File: src/sarcv_pkg.sv
/*
 * Shared constants for the converter control link.
 * Assumes a single 100 MHz system clock on both ends.
 */
package sarcv_pkg;
	localparam int unsigned SARCV_CLK_NS        = 10;
	localparam int unsigned SARCV_DATA_W        = 16;
	localparam int unsigned SARCV_BYTE_W        = 8;
	localparam int unsigned SARCV_START_MIN_NS  = 40;
	localparam int unsigned SARCV_SETUP_NS      = 10;
	localparam int unsigned SARCV_RELEASE_MAX_NS = 1000;
	localparam int unsigned SARCV_CONV_NS       = 2300;
	localparam int unsigned SARCV_ACQ_NS        = 1000;
	localparam int unsigned SARCV_START_CYC     = (SARCV_START_MIN_NS + SARCV_CLK_NS - 1) / SARCV_CLK_NS;
	localparam int unsigned SARCV_SETUP_CYC     = (SARCV_SETUP_NS + SARCV_CLK_NS - 1) / SARCV_CLK_NS;
	localparam int unsigned SARCV_CONV_CYC      = SARCV_CONV_NS / SARCV_CLK_NS;
	localparam int unsigned SARCV_ACQ_CYC       = (SARCV_ACQ_NS + SARCV_CLK_NS - 1) / SARCV_CLK_NS;
	localparam logic [15:0] SARCV_CODE_POS_FS   = 16'h7FFF;
	localparam logic [15:0] SARCV_CODE_NEG_ONE  = 16'hFFFF;
	localparam logic [15:0] SARCV_RESULT_RST    = 16'h0000;
	localparam int unsigned SARCV_HI_LSB        = 8;
endpackage

File: src/sarcv_if.sv
/*
 * Pin bundle between the converter and its host.
 * Assumes the host resolves the shared data bus from the enable.
 */
interface sarcv_if;
	logic        select_n;          // chip select, active low
	logic        read_not_convert;  // high read, low convert
	logic        byte_swap;         // swap byte lanes
	logic        busy_n;            // low while converting
	logic [15:0] data_o;            // converter data drive
	logic        data_oe;           // converter drives data bus
	modport device (input select_n, input read_not_convert, input byte_swap,
		output busy_n, output data_o, output data_oe);
	modport host (output select_n, output read_not_convert, output byte_swap,
		input busy_n, input data_o, input data_oe);
endinterface

File: src/sarcv_fifo.sv
/*
 * Parameterised synchronous FIFO with valid/ready on both sides.
 * Assumes one clock; depth is a power of two.
 */
module sarcv_fifo #(
	parameter int unsigned WIDTH = 16,
	parameter int unsigned DEPTH = 8
) (
	input  wire logic             clk_sys,   // system clock
	input  wire logic             arst_n,    // async reset
	input  wire logic             in_valid,  // write offer
	output logic                  in_ready,  // room available
	input  wire logic [WIDTH-1:0] in_data,   // write word
	output logic                  out_valid, // word available
	input  wire logic             out_ready, // reader takes
	output logic [WIDTH-1:0]      out_data   // head word
);
	localparam int unsigned AW = $clog2(DEPTH);
	logic [WIDTH-1:0] mem [DEPTH];
	logic [AW:0]      wr_q, wr_d, rd_q, rd_d;
	logic             push, pop;

	always_comb begin
		push = in_valid && in_ready;
		pop  = out_valid && out_ready;
		wr_d = wr_q + (AW+1)'(push);
		rd_d = rd_q + (AW+1)'(pop);
	end

	always_ff @(posedge clk_sys or negedge arst_n) begin
		if (!arst_n) begin
			wr_q <= '0;
			rd_q <= '0;
		end else begin
			wr_q <= wr_d;
			rd_q <= rd_d;
		end
	end

	always_ff @(posedge clk_sys) begin
		if (push) begin
			mem[wr_q[AW-1:0]] <= in_data;
		end
	end

	assign in_ready  = (wr_q ^ rd_q) != {1'b1, {AW{1'b0}}};
	assign out_valid = wr_q != rd_q;
	assign out_data  = mem[rd_q[AW-1:0]];
endmodule

File: src/sarcv_host.sv
/*
 * Host end: issues conversions in either mode, reads results, pushes
 * them into a FIFO drained by user logic.
 * Assumes busy and data arrive asynchronously from the converter pins.
 */
module sarcv_host
	import sarcv_pkg::*;
#(
	parameter int unsigned DEPTH = 8,
	parameter int unsigned ACQ_CYC = SARCV_ACQ_CYC
) (
	input  wire logic                    clk_sys,   // system clock
	input  wire logic                    arst_n,    // async reset
	sarcv_if.host                        pins,      // link pins
	input  wire logic                    start,     // pulse: convert once
	input  wire logic                    mode_cs,   // 0 mode one, 1 mode two
	input  wire logic                    lane_swap, // read low byte on upper lanes
	output logic                         idle_q,    // ready for start
	output logic                         out_valid, // result available
	input  wire logic                    out_ready, // user takes result
	output logic [SARCV_DATA_W-1:0]      out_data   // result word
);
	typedef enum logic [2:0] {SH_IDLE, SH_SETUP, SH_START, SH_WAIT_LO, SH_WAIT_HI,
		SH_READ, SH_PUSH, SH_ACQ} sarcv_host_state_t;
	localparam int unsigned CW = 8;

	sarcv_host_state_t st_q, st_d;
	logic [CW-1:0] cnt_q, cnt_d;
	logic cs_q, cs_d, rc_q, rc_d, mode_q, mode_d, idle_d;
	logic swap_q, swap_d;
	logic [1:0] busy_sync_q;
	logic [SARCV_DATA_W-1:0] d1_q, d2_q;
	logic push, push_ready;

	always_ff @(posedge clk_sys or negedge arst_n) begin
		if (!arst_n) begin
			busy_sync_q <= 2'h3;
			d1_q <= '0;
			d2_q <= '0;
		end else begin
			busy_sync_q <= {busy_sync_q[0], pins.busy_n};
			d1_q <= pins.data_oe ? pins.data_o : 16'h0000;
			d2_q <= d1_q;
		end
	end

	always_comb begin
		st_d = st_q;
		cnt_d = cnt_q + CW'(1);
		cs_d = cs_q;
		rc_d = rc_q;
		mode_d = mode_q;
		swap_d = swap_q;
		idle_d = 1'b0;
		push = 1'b0;
		unique case (st_q)
			SH_IDLE: begin
				idle_d = 1'b1;
				cs_d = 1'b1;
				rc_d = 1'b1;
				if (start) begin
					mode_d = mode_cs;
					swap_d = lane_swap;
					idle_d = 1'b0;
					cnt_d = '0;
					// lower the line that does not start the conversion first
					rc_d = !mode_cs;
					cs_d = mode_cs;
					st_d = SH_SETUP;
				end
			end
			SH_SETUP: if (cnt_q == CW'(SARCV_SETUP_CYC)) begin
				cs_d = 1'b0;
				rc_d = 1'b0;
				cnt_d = '0;
				st_d = SH_START;
			end
			SH_START: if (cnt_q == CW'(SARCV_START_CYC + 4)) begin
				rc_d = 1'b1;
				// mode one keeps select low through the read
				cs_d = mode_q;
				st_d = SH_WAIT_LO;
			end
			SH_WAIT_LO: if (!busy_sync_q[1]) st_d = SH_WAIT_HI;
			SH_WAIT_HI: if (busy_sync_q[1]) begin
				cnt_d = '0;
				cs_d = 1'b0;
				st_d = SH_READ;
			end
			SH_READ: if (cnt_q == CW'(SARCV_START_CYC + 4)) begin
				st_d = SH_PUSH;
			end
			SH_PUSH: if (push_ready) begin
				push = 1'b1;
				cs_d = 1'b1;
				cnt_d = '0;
				st_d = SH_ACQ;
			end else begin
				cnt_d = cnt_q;
			end
			SH_ACQ: if (cnt_q == CW'(ACQ_CYC - 1)) st_d = SH_IDLE;
		endcase
	end

	always_ff @(posedge clk_sys or negedge arst_n) begin
		if (!arst_n) begin
			st_q <= SH_IDLE;
			cnt_q <= '0;
			cs_q <= 1'b1;
			rc_q <= 1'b1;
			mode_q <= 1'b0;
			swap_q <= 1'b0;
			idle_q <= 1'b0;
		end else begin
			st_q <= st_d;
			cnt_q <= cnt_d;
			cs_q <= cs_d;
			rc_q <= rc_d;
			mode_q <= mode_d;
			swap_q <= swap_d;
			idle_q <= idle_d;
		end
	end

	assign pins.select_n = cs_q;
	assign pins.read_not_convert = rc_q;
	assign pins.byte_swap = swap_q;

	sarcv_fifo #(.WIDTH(SARCV_DATA_W), .DEPTH(DEPTH)) u_fifo (
		.clk_sys   (clk_sys),
		.arst_n    (arst_n),
		.in_valid  (push),
		.in_ready  (push_ready),
		.in_data   (d2_q),
		.out_valid (out_valid),
		.out_ready (out_ready),
		.out_data  (out_data)
	);
endmodule

File: src/flat_wrapper.sv
// flat-port wrapper written by rule: the top's interface ports become plain ports
module sarcv_host_flat import sarcv_pkg::*;
#(
	parameter int unsigned DEPTH = 8,
	parameter int unsigned ACQ_CYC = SARCV_ACQ_CYC
)
  (clk_sys, arst_n, start, mode_cs, lane_swap, idle_q, out_valid, out_ready, out_data, pins_select_n, pins_read_not_convert, pins_byte_swap, pins_busy_n, pins_data_o, pins_data_oe);
  sarcv_if pins_i ();
  input  wire logic clk_sys;
  input  wire logic arst_n;
  input  wire logic start;
  input  wire logic mode_cs;
  input  wire logic lane_swap;
  output logic idle_q;
  output logic out_valid;
  input  wire logic out_ready;
  output logic [SARCV_DATA_W-1:0] out_data;
  output wire logic [$bits(pins_i.select_n)-1:0] pins_select_n;
  output wire logic [$bits(pins_i.read_not_convert)-1:0] pins_read_not_convert;
  output wire logic [$bits(pins_i.byte_swap)-1:0] pins_byte_swap;
  input wire logic [$bits(pins_i.busy_n)-1:0] pins_busy_n;
  input wire logic [$bits(pins_i.data_o)-1:0] pins_data_o;
  input wire logic [$bits(pins_i.data_oe)-1:0] pins_data_oe;
  assign pins_select_n = pins_i.select_n;
  assign pins_read_not_convert = pins_i.read_not_convert;
  assign pins_byte_swap = pins_i.byte_swap;
  assign pins_i.busy_n = pins_busy_n;
  assign pins_i.data_o = pins_data_o;
  assign pins_i.data_oe = pins_data_oe;
  sarcv_host #(.DEPTH(DEPTH), .ACQ_CYC(ACQ_CYC)) u_core (.clk_sys(clk_sys), .arst_n(arst_n), .pins(pins_i), .start(start), .mode_cs(mode_cs), .lane_swap(lane_swap), .idle_q(idle_q), .out_valid(out_valid), .out_ready(out_ready), .out_data(out_data));
endmodule
File: config.mk
export PLATFORM = sky130hd
export DESIGN_NAME = sarcv_host_flat
export DESIGN_NICKNAME = d
export VERILOG_FILES = /design/src/sarcv_pkg.sv /design/src/sarcv_if.sv /design/src/sarcv_fifo.sv /design/src/sarcv_host.sv /design/src/flat_wrapper.sv
export SDC_FILE = /design/constraint.sdc
export NUM_CORES = 1
export LEC_CHECK = 0
export BUFFER_PORTS_ARGS = -buffer_cell sky130_fd_sc_hd__buf_2
export CAP_MARGIN = 5
export CORE_UTILIZATION = 60
export DETAILED_ROUTE_END_ITERATION = 16
export GPL_TIMING_DRIVEN = 0
export PLACE_DENSITY = 0.79
export SETUP_SLACK_MARGIN = 0.3
export SYNTH_ARGS = -nofsm -noshare
export SYNTH_HDL_FRONTEND = slang
export SYNTH_SLANG_ARGS = --single-unit
File: constraint.sdc
create_clock -name clk_sys -period 3.9 [get_ports clk_sys]
set_input_delay 0.39 -clock clk_sys [delete_from_list [all_inputs] [get_ports clk_sys]]
set_output_delay 0.39 -clock clk_sys [all_outputs]
set_load 0.05 [all_outputs]
==> run metrics, run 1 <==
grt total ovfl 0; initial core utilization 62.6%; endpoints failing setup 0; unrepaired setup endpoints after global routing false; Finished Cell Area 8320 µm²; r2r setup slk 0.91 ns; DRT Pass-1 Iters 11; Post-Syn Area 7230 µm²; Setup WS post-layout 0.915 ns; Max FO, Critical Path 10; worst path bufs/invs 3; die height 112 µm; largest net degree at the start of global routing 59; number of synthesized flops with an enable pin 128; site row count 39; CTS H-tree lvls 4; layout cell share with drive strength beyond 1 34.2%; Syn-to-layout area delta 15.0%; Post-layout nets 496; pwr/cell area 618 nW/µm²; f_max 0.335 GHz; Clock Tree Buf Depth 2; clock sinks 186; Total GRT Usage 24.0%; Antenna Cells 0; worst r2r path cells 7; CTS Hold Bufs 0; Setup Buffers After CTS 0; Synthesized Nets 425; vias post-DR 3759; Cell Chain, Critical Path inv_1 > ha_1 > clkbuf_1 > nand2_1 > or3_1 > nor3_2 > buf_6; DP Area 7770 µm²; Max VDD drop 0.372 mV; startpoint types register; syn_area_per_cell 18.5 µm²; Synth Warn # 0; Hold Fails Final Rpt 0; cell count after synthesis 390; WL final 13400 µm; die area 12500 µm²; Clock transition at path regs 0.06 ns; Cells after DPL 585; Tcrit/Tclk final 76.5%; io pins 45; via/cell ratio 6.09; Power, Total 5.14 mW; Clock Tree Root clkbuf_16; initial antenna violation count 0; failing checks DRC; TritonCTS clock tree done; slowest CP cell nor3_2; post-synthesis sequential area ratio 73.3%; reg2reg end u_core.u_fifo.mem[0][15]; non-filler instance count after layout 617; Placement Setup Slack 0.913 ns; Synth Flop Type edfxtp_1; family with the most delay on the worst path simple AND/OR/NAND/NOR gates; vias in the first global route 3974; HPWL after detailed placement 8680 µm; WP data required 4.03 ns; Tmin final 2.99 ns; Clock Latency Late Sink 0.43 ns; reg2reg start u_core.st_q[0]; Pleak 3.31 nW; Slew @ Worst Pin 0.975 ns; post-cts resize count 0; global-route wire length before repair 21300 µm; CP Data Arrival Time 3.12 ns; Critical Path Max Stage Delay 0.77 ns; core box area 11600 µm²; Slew Limit Fails 0; status complete, but fails checks; number of max-cap violations 0; Routed Antenna Nets 0; die width 112 µm; WL/cell 21.8 µm; Netlist cell types 45; I/O Buffers 44; Worst Path Class, Setup register to register; RePlAce Congestion 0.757; fraction of registers with async set/reset 31.2%; type of the most critical hold path input port to async pin; CTS Buf Count 17; Critical Path Sink Type register; max_slew headroom 34.7%; DRC violations left 3; DR iter-0 viols 304; Worst Skew 0.00856 ns; Yosys reg bits 186
-- cells by family (layout without fill, tap and decap cells) --
family,after synthesis,count (layout),share of synthesized area (%)
buffers and inverters,22,106,1.37
multiplexers,55,55,13.6
adder cells (fa/ha/maj),11,11,1.90
AND/OR/NAND/NOR,84,84,6.45
AO/OA/AOI/OAI,24,24,2.47
XOR/XNOR,8,8,0.969
flip-flops,186,186,73.3
-- cells in the final DEF, fill, tap and decap left out, drive strengths merged, types with 2 or more instances in the layout --
cell,n
inv,10
and3,4
clkbuf,25
nand3,4
nor3,7
nor4,4
xor2,5
dfstp,4
nor2,15
clkinv,9
nand2b,6
ha,11
mux4,32
o21ai,7
nand2,14
nor2b,4
and2,18
dfrtp,54
buf,61
edfxtp,128
a21oi,3
xnor2,3
a22o,6
nor3b,2
mux2,22
-- where the power goes --
| group | internal [mW] | total (mW) | switching (mW) |
|---|---|---|---|
| clock network | 0.878 | 1.60 | 0.724 |
| registers | 2.15 | 2.19 | 0.0341 |
| logic | 0.508 | 1.35 | 0.842 |
| total | 3.54 | 5.14 | 1.60 |
-- routing by layer --
layer / global-route usage (%) / wire (µm) / up-vias
met1: 31.0 / 5450 / 1930
met4: 12.3 / 415 / 0
met3: 5.61 / 796 / 37
met2: 38.7 / 6790 / 145
li1: - / - / 1647
met5: 0 / 0 / -
-- cell usage after synthesis, types with 4 or more instances --
master	number	area [µm²]
edfxtp_1	128	3840
dfrtp_1	54	1350
mux4_2	32	721
mux2_2	21	236
and2_1	18	113
nor2_1	15	56.3
nand2_1	14	52.6
ha_1	11	138
clkbuf_1	8	30.0
buf_2	7	35.0
nor3_1	7	35.0
o21ai_0	7	35.0
nand2b_1	6	37.5
a22o_1	5	43.8
inv_1	5	18.8
xor2_1	5	43.8
dfstp_2	4	105
nand3_1	4	20.0
nor2b_1	4	25.0
-- metrics by stage --
| stage | utilization (%) | setup TNS [ns] | hold WS (ns) |
|---|---|---|---|
| final | 71.9 | 0 | 0.0158 |
| after global routing | 71.9 | 0 | 0.0445 |
| after CTS | 71.9 | 0 | 0.0455 |
| after detailed placement | 67.2 | 0 | 0.336 |
| after global placement | 66.0 | -4.25 | 0.331 |
| after floorplan | - | 0 | 0.0944 |
-- layout make-up --
cell class	count	area, µm²
inverters	5	18.8
clock buffers	17	425
flip-flops and latches	186	5300
well taps	143	179
repair buffers	52	335
multi-input cells	182	1860
clock inverters	15	121
fillers	690	3240
plain buffers	17	80.1
-- sequential cells by signal (all words and copies together), names as in the netlist --
register	flops
u_core.cnt_q	8
u_core.d1_q	16
u_core.u_fifo.wr_q	4
u_core.pins.byte_swap	1
u_core.u_fifo.rd_q	4
u_core.busy_sync_q	2
u_core.u_fifo.mem	128
u_core.pins.read_not_convert	1
u_core.pins.select_n	1
u_core.mode_q	1
u_core.d2_q	16
u_core.st_q	3
u_core.idle_q	1
-- worst max path at each step --
stage	startpoint	end	slack, ns	cells after the start
2_1_floorplan	u_core.st_q[0]	u_core.u_fifo.mem[0][0]	0.99	6
3_3_place_gp	u_core.st_q[0]	u_core.u_fifo.mem[0][7]	-0.21	6
3_5_place_dp	u_core.st_q[0]	u_core.u_fifo.mem[0][5]	0.91	7
4_1_cts	u_core.st_q[0]	u_core.u_fifo.mem[0][15]	0.88	7
5_1_grt	u_core.st_q[0]	u_core.u_fifo.mem[0][15]	0.73	7
6_report	u_core.st_q[0]	u_core.u_fifo.mem[0][15]	0.91	7
(Power assumes the default switching activity.)
==> inputs of run 2 (changes only) <==
- CORE_UTILIZATION: 60 -> 54
- PLACE_DENSITY: 0.79 -> 0.75
- clock period: 3.9 -> 2.4 ns (I/O delays scaled with it)
==> run 2 against run 1 <==
Effect of this change: the run ends with setup timing left; sequential share of layout area decreased by 6.9 points; first-iteration DRC count increased by 13%; count of clock-buffer cells in the layout increased by 3; die area increased by 11%; critical path type is now register to output pin.
==> run metrics, run 2 (synthesized netlist as in run 1, its figures left out) <==
status complete, but fails checks; failing checks setup timing; unrepaired setup endpoints after global routing true; CTS H-tree lvls 4 (unchanged); Fin Setup TNS -0.0117 ns (-0.0117 ns); WL final 15000 µm (+12%); Max VDD drop 0.628 mV (+69%); io pins 45 (unchanged); Clock Latency Late Sink 0.44 ns (about the same); CTS Buf Count 17 (unchanged); HPWL after detailed placement 8180 µm (-5.8%); Tmin final 2.41 ns; Tcrit/Tclk final 100%; Worst Skew 0.00801 ns (-0.000548 ns); Pleak 3.68 nW (+11%); die area 13900 µm² (+11%); max_slew headroom 55.3% (+21 points); commonest non-fill, non-tap cell in the layout edfxtp_1; DR iter-0 viols 343 (+13%); die height 118 µm (+5.3%); Clock Tree Root clkbuf_16; global-route wire length before repair 21700 µm (+2.2%); Hold Fails Final Rpt 0 (unchanged); site row count 41 (+5.1%); Post-layout nets 533 (+7.5%); Slew @ Worst Pin 0.671 ns (-0.304 ns); pwr/cell area 1000 nW/µm² (+62%); number of max-cap violations 0 (unchanged); endpoints failing setup 1 (+1); Antenna Cells 0 (unchanged); RePlAce Congestion 0.796 (+5.1%); initial core utilization 56.4% (-6.1 points); Filler cells 762 (+10%); Critical Path Sink Type output pin; startpoint types register; Multi-input gate area 2100 µm² (+13%); via/cell ratio 5.70 (-6.4%); layout cell share with drive strength beyond 1 45.8% (+12 points); grt total ovfl 0 (unchanged); TritonCTS clock tree done; Routed Antenna Nets 0 (unchanged); Max FO, Critical Path 7 (-3); vias in the first global route 3950 (-0.60%); Placement Setup Slack -0.260 ns (-1.17 ns); Setup WS post-layout -0.0117 ns (-0.927 ns); WL/cell 22.0 µm (+0.99%); f_max 0.415 GHz; core box area 12800 µm² (+11%); die width 118 µm (+5.3%); DRT Pass-1 Iters 4 (-7); Reg area 5310 µm² (+0.14%); Clock transition at path regs 0.06 ns (about the same); Slew Limit Fails 0 (unchanged); Largest register FFs 128 (unchanged); type of the most critical hold path input port to register; clock sinks 186 (unchanged); Clock Tree Buf Depth 2 (unchanged); DRC violations left 0 (-3); initial antenna violation count 0 (unchanged); WP data required 2.16 ns (-1.87 ns); Syn-to-layout area delta 29.2%; final core utilization 72.9% (+0.93 points); largest net degree at the start of global routing 33 (-44%); I/O Buffers 44 (unchanged); Total GRT Usage 22.0% (-2.0 points); most frequent cells in the layout edfxtp_1, dfrtp_1, mux4_2; Worst Path Class, Setup register to output pin; CP Data Arrival Time 2.17 ns (-0.95 ns); vias post-DR 3893 (+3.6%)
-- run 2: cell count changes in the layout (fill, tap and decap cells not counted), sizes merged --
cell         before  now
buf              61   94
clkbuf           25   29
clkinv            9    3
clkinvlp          0    2
dlygate4sd3       0    3
inv              10   11
-- run 2: path summary, 6_finish.rpt --
| path | slack (ns) | from | cells after the start | endpoint |
|---|---|---|---|---|
| hold / removal | 0.01 | pins_data_o[0] | 2 | u_core.d1_q[0] |
| min in group asynchronous | 0.37 | arst_n | 2 | u_core.cnt_q[0] |
| setup reg to reg | 0.09 | u_core.cnt_q[7] | 6 | u_core.st_q[1] |
| max in group asynchronous | 1.36 | arst_n | 3 | u_core.busy_sync_q[0] |
| setup / recovery | -0.01 | u_core.u_fifo.rd_q[0] | 5 | out_data[13] |
| hold reg to reg | 0.35 | u_core.d1_q[14] | 0 | u_core.d2_q[14] |
-- run 2: metrics by stage --
step | cells | hold slack [ns] | total power, mW | instance area (µm²)
after floorplan | 390 | -0.0556 | 5.33 | 7270
final | 683 | 0.0143 | 9.37 | 9350
after global routing | 683 | 0.0140 | 9.67 | 9350
after detailed placement | 611 | 0.308 | 5.83 | 7800
after global placement | 606 | 0.332 | 5.79 | 7700
after CTS | 660 | 0.00427 | 8.79 | 8760
-- run 2: cell type report --
class | instances | area share, %
flip-flops and latches | 186 | 56.8
multi-input cells | 182 | 22.5
repair buffers | 89 | 10.1
clock buffers | 20 | 4.67
well taps | 172 | 2.30
plain buffers | 17 | 2.05
clock inverters | 12 | 1.41
inverters | 5 | 0.201
-- run 2: worst max-delay path: stages, from the launching register on --
cell,delay (ns)
dfrtp_1,0.40
buf_12,0.17
buf_12,0.14
mux4_2,0.54
mux2_4,0.32
buf_6,0.16
-- run 2: where the power goes --
group          switching [mW]  leakage (nW)  internal [mW]  total [mW]
Combinational            1.61          1.40           1.51        3.12
Clock                    1.22         0.272           1.46        2.69
Sequential             0.0627          2.01           3.50        3.56
Total                    2.90          3.68           6.47        9.37
-- run 2: metal layers --
metal | global-route usage (%) | part of all wire, %
met5 | 0 | 0
met1 | 27.4 | 39
met3 | 4.65 | 5.5
met2 | 37.0 | 54
met4 | 10.5 | 2.1
-- run 2: what timing repair did --
item / in CTS / in global routing
pin swaps: 8 / 11
buffers inserted: 14 / 17
endpoints found under the setup margin: 159 / 159
gates cloned: 1 / 5
hold buffers: 2 / 1
endpoints found under the hold margin: 27 / 1
gates resized for setup: 54 / 88
==> inputs of run 3 (changes only) <==
- CORE_UTILIZATION: 54 -> 55
- PLACE_DENSITY: 0.75 -> 0.73
- clock period: 2.4 -> 2.9 ns (I/O delays scaled with it)
==> run 3 against run 2 <==
Effect of this change: flip-flop and latch count did not move; routed wire length down 15%; global-route usage is 0.41 points lower; worst setup slack improved by 0.38 ns; cell count is 4.8% lower; final area shrank 8.8%; critical path type unchanged; core utilization down 5.9 points; the run now ends clean; die area down 1.8%; sequential power decreased by 17%; non-clock buffer count decreased by 33; first-iteration DRC count decreased by 20%.
==> run metrics, run 3 (synthesized netlist as in run 1, its figures left out) <==
Max FO, Critical Path 10 (+3); Pleak 3.37 nW (-8.4%); slowest CP cell mux4_2; via/cell ratio 5.65 (-0.83%); Antenna Cells 0 (unchanged); global-route wire length before repair 20200 µm (-6.9%); vias in the first global route 3697 (-6.4%); reg2reg start u_core.st_q[0]; startpoint types register; Slew @ Worst Pin 0.741 ns (+0.0702 ns); initial core utilization 56.9% (+0.45 points); die width 117 µm (-0.90%); Clock Tree Buf Depth 2 (unchanged); max_slew headroom 50.6% (-4.7 points); Worst Skew 0.00991 ns (+0.00190 ns); Slew Limit Fails 0 (unchanged); number of cells on the worst hold path 2 (unchanged); grt total ovfl 0 (unchanged); hold_ws 0.0630 ns (+0.0486 ns); reg2reg end u_core.u_fifo.mem[0][4]; I/O Buffers 44 (unchanged); Clock Tree Root clkbuf_16; pwr/cell area 830 nW/µm² (-17%); Total GRT Usage 21.6% (-0.41 points); r2r setup slk 0.51 ns (+0.42 ns); initial antenna violation count 0 (unchanged); crit-path most repeated cell buf_2; CP Data Arrival Time 2.25 ns (+0.08 ns); vias post-DR 3674 (-5.6%); WL final 12800 µm (-15%); Post-layout nets 500 (-6.2%); Largest register FFs 128 (unchanged); TritonCTS clock tree done; Routed Antenna Nets 0 (unchanged); Tmin final 2.54 ns; most frequent cells in the layout edfxtp_1, dfrtp_1, buf_2; DRT Pass-1 Iters 4 (unchanged); Finished Cell Area 8520 µm² (-8.8%); die area 13600 µm² (-1.8%); WL/cell 19.7 µm (-10%); CTS H-tree lvls 4 (unchanged); worst r2r path cells 7 (+1); number of max-cap violations 0 (unchanged); HPWL after detailed placement 8300 µm (+1.5%); layout cell share with drive strength beyond 1 35.8% (-10 points); DP Area 7840 µm² (+0.53%); die height 117 µm (-0.90%); status finished, final reports clean; Critical Path Sink Type output pin; clock sinks 186 (unchanged); f_max 0.394 GHz; largest net degree at the start of global routing 59 (+79%); Filler cells 875 (+15%); Max VDD drop 0.594 mV (-5.4%); Critical Path Max Stage Delay 0.38 ns (-0.16 ns); min-delay src pins_data_o[3]; Tcrit/Tclk final 87.4%; core box area 12700 µm² (-0.80%); DRC violations left 0 (unchanged); CTS Buf Count 17 (unchanged); Worst Path Class, Setup register to output pin; WP data required 2.61 ns (+0.45 ns); RePlAce Congestion 0.784 (-1.6%); Clock Latency Late Sink 0.43 ns (about the same); Hold Fails Final Rpt 0 (unchanged); Clock transition at path regs 0.07 ns (about the same); site row count 41 (unchanged); type of the most critical hold path input port to register; Syn-to-layout area delta 17.8%; unrepaired setup endpoints after global routing true; commonest non-fill, non-tap cell in the layout edfxtp_1; final core utilization 67.0% (-5.9 points); critical path startpoint u_core.u_fifo.rd_q[1]; io pins 45 (unchanged); hold path endpoint u_core.d1_q[3]; Cell Chain, Critical Path buf_2 > clkbuf_2 > mux4_2 > mux2_2 > buf_2; DR iter-0 viols 273 (-20%); endpoints failing setup 0 (-1)
[run 3: cell count changes in the layout (fill, tap and decap cells not counted), sizes merged]
cell	delta
buf	-31
clkinv	+1
clkinvlp	-2
dlygate4sd3	-1
[run 3: final cells by class]
class	count	area [µm²]	share of cell area (%)
multi-input combinational	182	1900	22.3
sequential	186	5300	62.2
tap	172	215	2.53
clock buffer	21	472	5.54
timing repair buffer	56	390	4.58
clock inverter	11	108	1.26
inverter	5	18.8	0.220
buffer	17	119	1.40
[run 3: repair_timing]
item	4_1_cts	5_1_grt
pin swaps	0	1
hold endpoints to repair	1	48
hold buffers	1	1
gates resized for setup	12	10
setup endpoints to repair	46	113
buffers inserted	0	2
[run 3: metrics by stage]
step	TNS (ns)	setup slack [ns]	total power [mW]	std cells
finish	0	0.364	7.07	650
global placement	-39.82	-0.469	4.79	606
global route	0	0.297	7.34	650
detailed placement	0	0.253	4.84	614
CTS	0	0.233	7.12	647
floorplan	0	0.413	4.41	390
[run 3: critical path: cells and delay by family, from the launching register on]
family                 cells  cell delay, ns
buffers and inverters      3            0.77
flip-flops                 1            0.36
multiplexers               2            0.68
[run 3: worst max-delay path by stage]
stage                                to  slack [ns]  depth (start not counted)
3_5_place_dp    u_core.u_fifo.mem[2][6]        0.25                          7
3_3_place_gp    u_core.u_fifo.mem[2][6]       -0.47                          6
4_1_cts        u_core.u_fifo.mem[2][13]        0.23                          7
6_report                    out_data[5]        0.36                          5
5_1_grt                    out_data[14]        0.30                          5
2_1_floorplan   u_core.u_fifo.mem[4][0]        0.41                          6
[run 3: report_power, final]
group	internal [mW]	switching (mW)	total, mW
logic	0.737	1.15	1.89
registers	2.90	0.0455	2.94
clock network	1.27	0.967	2.24
[run 3: metal layers]
metal / global-route usage [%] / up-vias / wire length, µm
li1: - / 1656 / -
met1: 27.7 / 1884 / 5310
met2: 35.3 / 109 / 6480
met3: 4.72 / 25 / 700
met4: 10.9 / 0 / 321
met5: 0 / - / 0
